[config.mk]
export PLATFORM = sky130hd
export DESIGN_NAME = tcx_decode
export DESIGN_NICKNAME = d
export VERILOG_FILES = /design/src/rtl/tcx_pkg.sv /design/src/rtl/tcx_decode.sv
export SDC_FILE = /design/constraint.sdc
export NUM_CORES = 1
export LEC_CHECK = 0
export BUFFER_PORTS_ARGS = -buffer_cell sky130_fd_sc_hd__buf_2
export CAP_MARGIN = 5
export CORE_ASPECT_RATIO = 1.1
export CORE_MARGIN = 3
export CORE_UTILIZATION = 50
export DETAILED_ROUTE_END_ITERATION = 7
export PLACE_DENSITY = 0.81
export SLEW_MARGIN = 15
export SYNTH_ARGS = -nofsm -noshare
export SYNTH_HDL_FRONTEND = slang
export SYNTH_SLANG_ARGS = --single-unit
[constraint.sdc]
create_clock -name core_clk -period 3 [get_ports core_clk]
set_input_delay 0 -clock core_clk [delete_from_list [all_inputs] [get_ports core_clk]]
set_output_delay 0 -clock core_clk [all_outputs]
set_load 0.05 [all_outputs]
[src/rtl/tcx_pkg.sv]
// tcx_pkg: opcode, field and selector constants for the trap/xor decode slice
// assumes 32-bit instruction words and 64-bit general registers
package tcx_pkg;
    // ----------------------------------------------------------------
    // field positions
    // ----------------------------------------------------------------
    localparam int OP_MSB = 31;
    localparam int OP_LSB = 26;
    localparam int RS_MSB = 25;
    localparam int RS_LSB = 21;
    localparam int RT_MSB = 20;
    localparam int RT_LSB = 16;
    localparam int RD_MSB = 15;
    localparam int RD_LSB = 11;
    localparam int SA_MSB = 10;
    localparam int SA_LSB = 6;
    localparam int FN_MSB = 5;
    localparam int FN_LSB = 0;
    localparam int IMM_MSB = 15;
    localparam int COPROC_OP_BIT = 25;
    localparam int XLEN = 64;
    localparam int IMMW = 16;
    // ----------------------------------------------------------------
    // major opcodes
    // ----------------------------------------------------------------
    localparam logic [5:0] OP_SPECIAL = 6'h00;
    localparam logic [5:0] OP_REG_IMM = 6'h01;
    localparam logic [5:0] OP_SYS_COP = 6'h10;
    localparam logic [5:0] OP_XOR_IMM = 6'h0e;
    // ----------------------------------------------------------------
    // special function codes
    // ----------------------------------------------------------------
    localparam logic [5:0] FN_TRAP_SLT = 6'h32;
    localparam logic [5:0] FN_TRAP_ULT = 6'h33;
    localparam logic [5:0] FN_TRAP_NE = 6'h36;
    localparam logic [5:0] FN_XOR = 6'h26;
    // ----------------------------------------------------------------
    // register-immediate selectors and coprocessor functions
    // ----------------------------------------------------------------
    localparam logic [4:0] SEL_TRAP_SLT = 5'h0a;
    localparam logic [4:0] SEL_TRAP_ULT = 5'h0b;
    localparam logic [4:0] SEL_TRAP_NE = 5'h0e;
    localparam logic [5:0] FN_WAIT = 6'h20;
    localparam logic [5:0] FN_TW_INDEXED = 6'h02;
    localparam logic [5:0] FN_TW_RANDOM = 6'h06;
    localparam logic [4:0] SHAMT_ZERO = 5'h00;
endpackage : tcx_pkg

[src/rtl/tcx_decode.sv]
// tcx_decode: decodes and executes trap, exclusive-or and wait instructions
// assumes operands are read by the pipeline and presented with the word;
// one instruction per valid cycle, in program order
module tcx_decode
    import tcx_pkg::*;
(
    input wire logic core_clk,
    input wire logic rst_n,
    input wire logic instr_valid,
    input wire logic [31:0] instr_word,
    input wire logic [63:0] rs_value,
    input wire logic [63:0] rt_value,
    input wire logic sys_cop_usable,
    input wire logic wake,
    output logic wb_valid,
    output logic [4:0] wb_addr,
    output logic [63:0] wb_data,
    output logic trap_exc,
    output logic cop_unusable_exc,
    output logic pipe_halted
);
    // ----------------------------------------------------------------
    // field extraction
    // ----------------------------------------------------------------
    logic [5:0] op;
    logic [5:0] fn;
    logic [4:0] rt_f;
    logic [4:0] rd_f;
    logic [4:0] sa_f;
    logic [63:0] imm_sext;
    logic [63:0] imm_zext;
    assign op = instr_word[OP_MSB:OP_LSB];
    assign fn = instr_word[FN_MSB:FN_LSB];
    assign rt_f = instr_word[RT_MSB:RT_LSB];
    assign rd_f = instr_word[RD_MSB:RD_LSB];
    // the shift field only matters to the register xor, which wants it zero
    assign sa_f = instr_word[SA_MSB:SA_LSB];
    assign imm_sext = {{(XLEN-IMMW){instr_word[IMM_MSB]}}, instr_word[IMM_MSB:0]};
    assign imm_zext = {{(XLEN-IMMW){1'b0}}, instr_word[IMM_MSB:0]};

    // ----------------------------------------------------------------
    // run/halt state
    // ----------------------------------------------------------------
    typedef enum logic {
        ST_RUN = 1'b0,
        ST_HALTED = 1'b1
    } tcx_run_state_t;

    tcx_run_state_t state_reg;
    tcx_run_state_t state_next;

    // ----------------------------------------------------------------
    // instruction class decode
    // ----------------------------------------------------------------
    // a word is taken only while running; a halted pipeline drops it
    logic take;
    logic is_special_op;
    logic is_register_immediate_major_op;
    logic is_system_coprocessor_op;
    logic coprocessor_operation_bit;
    logic dec_trap_signed_lt_reg;
    logic dec_trap_unsigned_lt_reg;
    logic dec_trap_not_equal_reg;
    logic dec_exclusive_or_reg;
    logic dec_trap_signed_lt_imm;
    logic dec_trap_unsigned_lt_imm;
    logic dec_trap_not_equal_imm;
    logic dec_exclusive_or_imm;
    logic dec_wait;
    logic dec_translation_write_indexed;
    logic dec_translation_write_random;

    assign take = instr_valid && (state_reg == ST_RUN);
    assign is_special_op = take && (op == OP_SPECIAL);
    assign is_register_immediate_major_op = take && (op == OP_REG_IMM);
    assign is_system_coprocessor_op = take && (op == OP_SYS_COP);
    assign coprocessor_operation_bit = instr_word[COPROC_OP_BIT];

    // register traps match on the function code only: the ten-bit code
    // field in bits 15..6 is left to the handler, which rereads the word
    assign dec_trap_signed_lt_reg = is_special_op && (fn == FN_TRAP_SLT);
    assign dec_trap_unsigned_lt_reg = is_special_op && (fn == FN_TRAP_ULT);
    assign dec_trap_not_equal_reg = is_special_op && (fn == FN_TRAP_NE);
    // a nonzero shift field makes the register xor a silent no-op
    assign dec_exclusive_or_reg = is_special_op && (fn == FN_XOR)
        && (sa_f == SHAMT_ZERO);
    assign dec_trap_signed_lt_imm = is_register_immediate_major_op
        && (rt_f == SEL_TRAP_SLT);
    assign dec_trap_unsigned_lt_imm = is_register_immediate_major_op
        && (rt_f == SEL_TRAP_ULT);
    assign dec_trap_not_equal_imm = is_register_immediate_major_op
        && (rt_f == SEL_TRAP_NE);
    assign dec_exclusive_or_imm = take && (op == OP_XOR_IMM);
    assign dec_wait = is_system_coprocessor_op && coprocessor_operation_bit
        && (fn == FN_WAIT);
    assign dec_translation_write_indexed = is_system_coprocessor_op
        && coprocessor_operation_bit && (fn == FN_TW_INDEXED);
    assign dec_translation_write_random = is_system_coprocessor_op
        && coprocessor_operation_bit && (fn == FN_TW_RANDOM);

    // ----------------------------------------------------------------
    // operand comparisons
    // ----------------------------------------------------------------
    // all six compares run every cycle; the decode picks the one that counts
    logic lt_signed_reg;
    logic lt_unsigned_reg;
    logic ne_reg;
    logic lt_signed_imm;
    logic lt_unsigned_imm;
    logic ne_imm;

    assign lt_signed_reg = $signed(rs_value) < $signed(rt_value);
    assign lt_unsigned_reg = rs_value < rt_value;
    assign ne_reg = rs_value != rt_value;
    assign lt_signed_imm = $signed(rs_value) < $signed(imm_sext);
    // the immediate is sign-extended first, then both sides are read unsigned
    assign lt_unsigned_imm = rs_value < imm_sext;
    assign ne_imm = rs_value != imm_sext;

    // ----------------------------------------------------------------
    // exception reporting
    // ----------------------------------------------------------------
    logic trap_reg;
    logic trap_next;
    logic cpu_reg;
    logic cpu_next;

    always_comb begin
        trap_next = 1'b0;
        cpu_next = 1'b0;
        if (dec_trap_signed_lt_reg) begin
            trap_next = lt_signed_reg;
        end else if (dec_trap_unsigned_lt_reg) begin
            trap_next = lt_unsigned_reg;
        end else if (dec_trap_not_equal_reg) begin
            trap_next = ne_reg;
        end else if (dec_trap_signed_lt_imm) begin
            trap_next = lt_signed_imm;
        end else if (dec_trap_unsigned_lt_imm) begin
            trap_next = lt_unsigned_imm;
        end else if (dec_trap_not_equal_imm) begin
            trap_next = ne_imm;
        end else if (dec_translation_write_indexed || dec_translation_write_random) begin
            // left unimplemented: no trap is promised, so none is raised
            trap_next = 1'b0;
        end
        // without the system coprocessor a wait reports instead of halting
        if (dec_wait) begin
            cpu_next = ~sys_cop_usable;
        end
    end

    // one pulse per taken word, so the exception unit sees them in order
    always_ff @(posedge core_clk or negedge rst_n) begin
        if (!rst_n) begin
            trap_reg <= 1'b0;
            cpu_reg <= 1'b0;
        end else begin
            trap_reg <= trap_next;
            cpu_reg <= cpu_next;
        end
    end

    // ----------------------------------------------------------------
    // result writeback
    // ----------------------------------------------------------------
    logic wb_valid_reg;
    logic wb_valid_next;
    logic [4:0] wb_addr_reg;
    logic [4:0] wb_addr_next;
    logic [63:0] wb_data_reg;
    logic [63:0] wb_data_next;

    always_comb begin
        wb_valid_next = 1'b0;
        wb_addr_next = wb_addr_reg;
        wb_data_next = wb_data_reg;
        if (dec_exclusive_or_reg) begin
            wb_valid_next = 1'b1;
            wb_addr_next = rd_f;
            wb_data_next = rs_value ^ rt_value;
        end else if (dec_exclusive_or_imm) begin
            wb_valid_next = 1'b1;
            wb_addr_next = rt_f;
            wb_data_next = rs_value ^ imm_zext;
        end
        // a trapping word never leaves a result behind
        if (trap_next) begin
            wb_valid_next = 1'b0;
        end
    end

    // address and data hold between writes to save toggling on the wide bus
    always_ff @(posedge core_clk or negedge rst_n) begin
        if (!rst_n) begin
            wb_valid_reg <= 1'b0;
            wb_addr_reg <= 5'h00;
            wb_data_reg <= 64'h0000_0000_0000_0000;
        end else begin
            wb_valid_reg <= wb_valid_next;
            wb_addr_reg <= wb_addr_next;
            wb_data_reg <= wb_data_next;
        end
    end

    // ----------------------------------------------------------------
    // wait halt
    // ----------------------------------------------------------------
    always_comb begin
        state_next = state_reg;
        unique case (state_reg)
            ST_RUN: begin
                // a wake in the same cycle as the wait cancels the halt
                if (dec_wait && sys_cop_usable && !wake) begin
                    state_next = ST_HALTED;
                end
            end
            ST_HALTED: begin
                // limitation: nothing but the wake input or a reset ends a halt
                if (wake) begin
                    state_next = ST_RUN;
                end
            end
        endcase
    end

    always_ff @(posedge core_clk or negedge rst_n) begin
        if (!rst_n) begin
            state_reg <= ST_RUN;
        end else begin
            state_reg <= state_next;
        end
    end

    // ----------------------------------------------------------------
    // outputs
    // ----------------------------------------------------------------
    assign wb_valid = wb_valid_reg;
    assign wb_addr = wb_addr_reg;
    assign wb_data = wb_data_reg;
    assign trap_exc = trap_reg;
    assign cop_unusable_exc = cpu_reg;
    assign pipe_halted = (state_reg == ST_HALTED);
endmodule : tcx_decode

==> tab_implementation.tex <==
\begin{tabular}{lr}
\hline
Metric & Value \\
\hline
\multicolumn{2}{l}{\textbf{Drt}} \\
\quad Count of antenna-violating nets left after detailed routing & 0 \\
\quad Via count & 6,828 \\
\quad Drt total wl & 20.4 mm \\
\quad Iter 0 DRT Violations & 564 \\
\quad DR pass1 iterations & 5 \\
\quad Routed length per instance & 17.2 um \\
\quad Ratio of routed vias to standard cells & 5.75 \\
\quad DRC viols & 0 \\
\multicolumn{2}{l}{\textbf{Worst setup path}} \\
\quad Critical path class & in -> reg \\
\quad Type of destination of the critical path & flop \\
\quad CP Cell Sequence & dlygate4sd3\_1, buf\_2, ha\_1, a21oi\_1, nor2\_1, a2111oi\_0, o21bai\_1, a21o\_1, a2111o\_1, mux2\_2, nor3\_1, a21oi\_2 \\
\quad Total buffers and inverters traversed by the critical path & 2 \\
\quad Sort of element at the start of the critical path & primary input \\
\quad Delay contributed by the slowest stage of the critical path & 0.53 ns \\
\quad Crit-path leading delay family & compound AO/OA/AOI/OAI gates \\
\quad Arrival time worst endpoint & 3.05 ns \\
\quad Largest driver fanout on the critical path & 3 \\
\quad Critical Path Slowest Stage Cell & sky130\_fd\_sc\_hd\_\_dlygate4sd3\_1 \\
\quad Required time reported for the critical path endpoint & 3.23 ns \\
\multicolumn{2}{l}{\textbf{Floorplanning}} \\
\quad Row count & 42 \\
\quad Initial cell density of the core & 0.515 \\
\quad Die Outline Area & 0.0139 mm2 \\
\quad I/O pin cnt & 238 \\
\quad DIE WIDTH & 113 um \\
\quad Placeable core area & 0.0121 mm2 \\
\quad Chip height & 123 um \\
\multicolumn{2}{l}{\textbf{Placement}} \\
\quad Hpwl dp & 15.0 mm \\
\quad Final Wtd Congestion & 0.890 \\
\quad Post-placement setup slack & 0.166 ns \\
\quad Port-buffer cells & 233 \\
\quad Placement Cell Area & 0.00762 mm2 \\
\multicolumn{2}{l}{\textbf{Clocking}} \\
\quad TritonCTS clock tree & built \\
\quad Root buffer cell & sky130\_fd\_sc\_hd\_\_clkbuf\_16 \\
\quad Number of buffers added by the clock tree synthesis step & 9 \\
\quad Post-CTS Repair Setup Buffers & 0 \\
\quad Clock latency on the worst-skew pair & 0.34 ns \\
\quad CTS clk-pin slew, worst paths & 0.06 ns \\
\quad Clock net sink count & 73 \\
\quad Deepest level of the CTS H-tree & 3 \\
\quad CTS max path bufs & 2 \\
\multicolumn{2}{l}{\textbf{STA}} \\
\quad Min setup slack post-route & 0.183 ns \\
\quad Slew headroom & 0.340 \\
\quad Final count of hold timing violations & 0 \\
\quad Maximum clock rate & 0.355 GHz \\
\quad Setup repair after global routing missed its margin & no \\
\quad Hold Worst Slack & 0.00634 ns \\
\quad Actual transition at the worst max-transition pin & 0.990 ns \\
\quad Final critical delay including setup and external delays & 2.82 ns \\
\quad Worst-case clock skew & 0.00583 ns \\
\quad Final setup fails & 0 \\
\quad Final critical-path share of the clock period & 0.939 \\
\quad Final-report max-slew violation count & 0 \\
\multicolumn{2}{l}{\textbf{Final layout}} \\
\quad Final instance area & 0.00853 mm2 \\
\quad Max FFs per register & 64 \\
\quad Commonest non-fill, non-tap cell in the layout & sky130\_fd\_sc\_hd\_\_buf\_2 \\
\quad Count of inserted antenna diode cells & 0 \\
\quad Net count reported at finish & 1,322 \\
\quad Fraction of layout cells with a size suffix above 1 & 0.253 \\
\quad Utilization after layout & 0.702 \\
\quad Area taken by flip-flops and latches & 0.00183 mm2 \\
\quad Combined area of the multi-input logic cells & 0.00402 mm2 \\
\quad Top library cells by usage in the layout, fill and taps aside & sky130\_fd\_sc\_hd\_\_buf\_2 (232), sky130\_fd\_sc\_hd\_\_nand2\_1 (130), sky130\_fd\_sc\_hd\_\_ha\_1 (128) \\
\quad Syn-to-layout area delta & 36.5\% \\
\quad Fillers & 929 \\
\multicolumn{2}{l}{\textbf{Global route}} \\
\quad First-pass GRT wire length & 32.8 mm \\
\quad Antenna violations before repair & 0 \\
\quad Fraction of met1 tracks used by global routing & 0.348 \\
\quad Via count of the first global-routing pass & 6,990 \\
\quad Met3 Resource Use GR & 0.0666 \\
\quad Largest net degree at the start of global routing & 74 \\
\quad Global-route track usage on met2 & 0.514 \\
\quad Overall overflow remaining after global route & 0 \\
\quad Layer with the highest usage & met2 \\
\quad Total Routing Usage GR & 0.293 \\
\multicolumn{2}{l}{\textbf{Synth}} \\
\quad Count of synthesis-stage warnings from yosys & 0 \\
\quad Distinct cell type count after synthesis & 45 \\
\quad Share of synthesized registers carrying an async set or reset & 1.00 \\
\quad Mapped Avg Cell Area & 8.41 um2 \\
\quad Synthesis-stage register bit count & 73 \\
\quad Netlist area before placement & 0.00625 mm2 \\
\quad Post-synth net total & 1,036 \\
\quad Gate count after technology mapping & 743 \\
\quad Sequential area share after synthesis & 0.292 \\
\quad Predominant post-synthesis flop cell & sky130\_fd\_sc\_hd\_\_dfrtp\_1 \\
\quad Post-synth EDFFs & 0 \\
\multicolumn{2}{l}{\textbf{Hold path}} \\
\quad Tightest Hold Check Type & in -> reg \\
\multicolumn{2}{l}{\textbf{Power and ir drop}} \\
\quad Total leakage power & 0.00468 uW \\
\quad Power density of the placed cells & 444 mW/mm2 \\
\quad Peak ir drop on the vdd network & 0.290 mV \\
\quad Total power consumption of the routed design & 3780 uW \\
\multicolumn{2}{l}{\textbf{Outcome}} \\
\quad Run status & finished clean \\
\multicolumn{2}{l}{\textbf{Job}} \\
\quad Max-cap violations & 0 \\
\hline
\end{tabular}
==> layer usage <==
metal  share of wire  wire (um)
met4           0.033        671
met2            0.49       9920
met3           0.073       1490
met1            0.41       8310
met5               0          0
==> cell usage after synthesis (all sizes together) (2+ instances only) <==
library cell,n,area [um2]
and3,3,18.8
nor3,16,80.1
or4,2,15.0
dfrtp,73,1830
and4,3,26.3
a21o,30,225
a31oi,2,12.5
nor4,4,25.0
ha,128,1600
o311a,2,20.0
inv,87,327
a2111oi,5,43.8
a211oi,8,60.1
o211ai,56,420
nand4,27,169
nor3b,3,22.5
o22ai,17,106
clkbuf,22,82.6
nand2,131,492
nor2b,2,12.5
o21ai,21,105
or3,2,13.8
nand3,22,110
a21oi,37,189
a221oi,3,26.3
nor2,21,78.8
==> tightest hold or removal path, cell delays in order <==
cell and delay, ns:
sky130_fd_sc_hd__buf_2 0.12, sky130_fd_sc_hd__nand3_1 0.12, sky130_fd_sc_hd__a21oi_2 0.07
==> final cells by class <==
type | count | area share
Multi-Input combinational cell | 561 | 0.472
Timing Repair Buffer | 297 | 0.215
Sequential cell | 73 | 0.214
Inverter | 87 | 0.0387
Clock buffer | 12 | 0.0289
Tap cell | 154 | 0.0226
Clock inverter | 4 | 0.00895
==> per-stage QoR <==
| step | std cells | setup TNS (ns) |
|---|---|---|
| 5_1_grt | 1188 | 0 |
| 4_1_cts | 1188 | 0 |
| 3_5_place_dp | 1114 | 0 |
| 3_3_place_gp | 1114 | 0 |
| 6_report | 1188 | 0 |
| 2_1_floorplan | 743 | -0.0263 |
==> final timing paths <==
path                                         start  slack, ns                      end  cells past startpoint
max                                   rs_value[17]       0.18       trap_exc$_DFF_PN0_                     12
max in group asynchronous                    rst_n       1.99  wb_data[29]$_DFFE_PN0P_                      2
min in group asynchronous                    rst_n       0.37  wb_data[49]$_DFFE_PN0P_                      2
max reg2reg                  pipe_halted$_DFF_PN0_       0.26   wb_addr[2]$_DFFE_PN0P_                      8
min                                  instr_word[1]      0.006       trap_exc$_DFF_PN0_                      3
min reg2reg                wb_data[15]$_DFFE_PN0P_       0.48  wb_data[15]$_DFFE_PN0P_                      1
==> repair_timing <==
item,4_1_cts,5_1_grt
setup endpoints to repair,0,1
hold buffers,58,0
gates resized for setup,0,1
endpoints found under the hold margin,128,0
==> logic make-up (layout without fill, tap and decap cells) <==
kind of cell / after synthesis / count (layout) / share of synthesized area
fa+ha+maj: 128 / 128 / 0.256
buf+inv: 109 / 400 / 0.0655
flops: 73 / 73 / 0.292
compound gates: 190 / 190 / 0.206
simple gates: 242 / 242 / 0.178
mux: 1 / 1 / 0.00180
==> where the power goes <==
group / leakage (uW) / switching [uW] / internal (uW)
clock network: 0.000153 / 451 / 754
registers: 0.000977 / 66.7 / 1110
logic: 0.00355 / 926 / 477
Note: power is estimated with default switching activity, not from simulation.
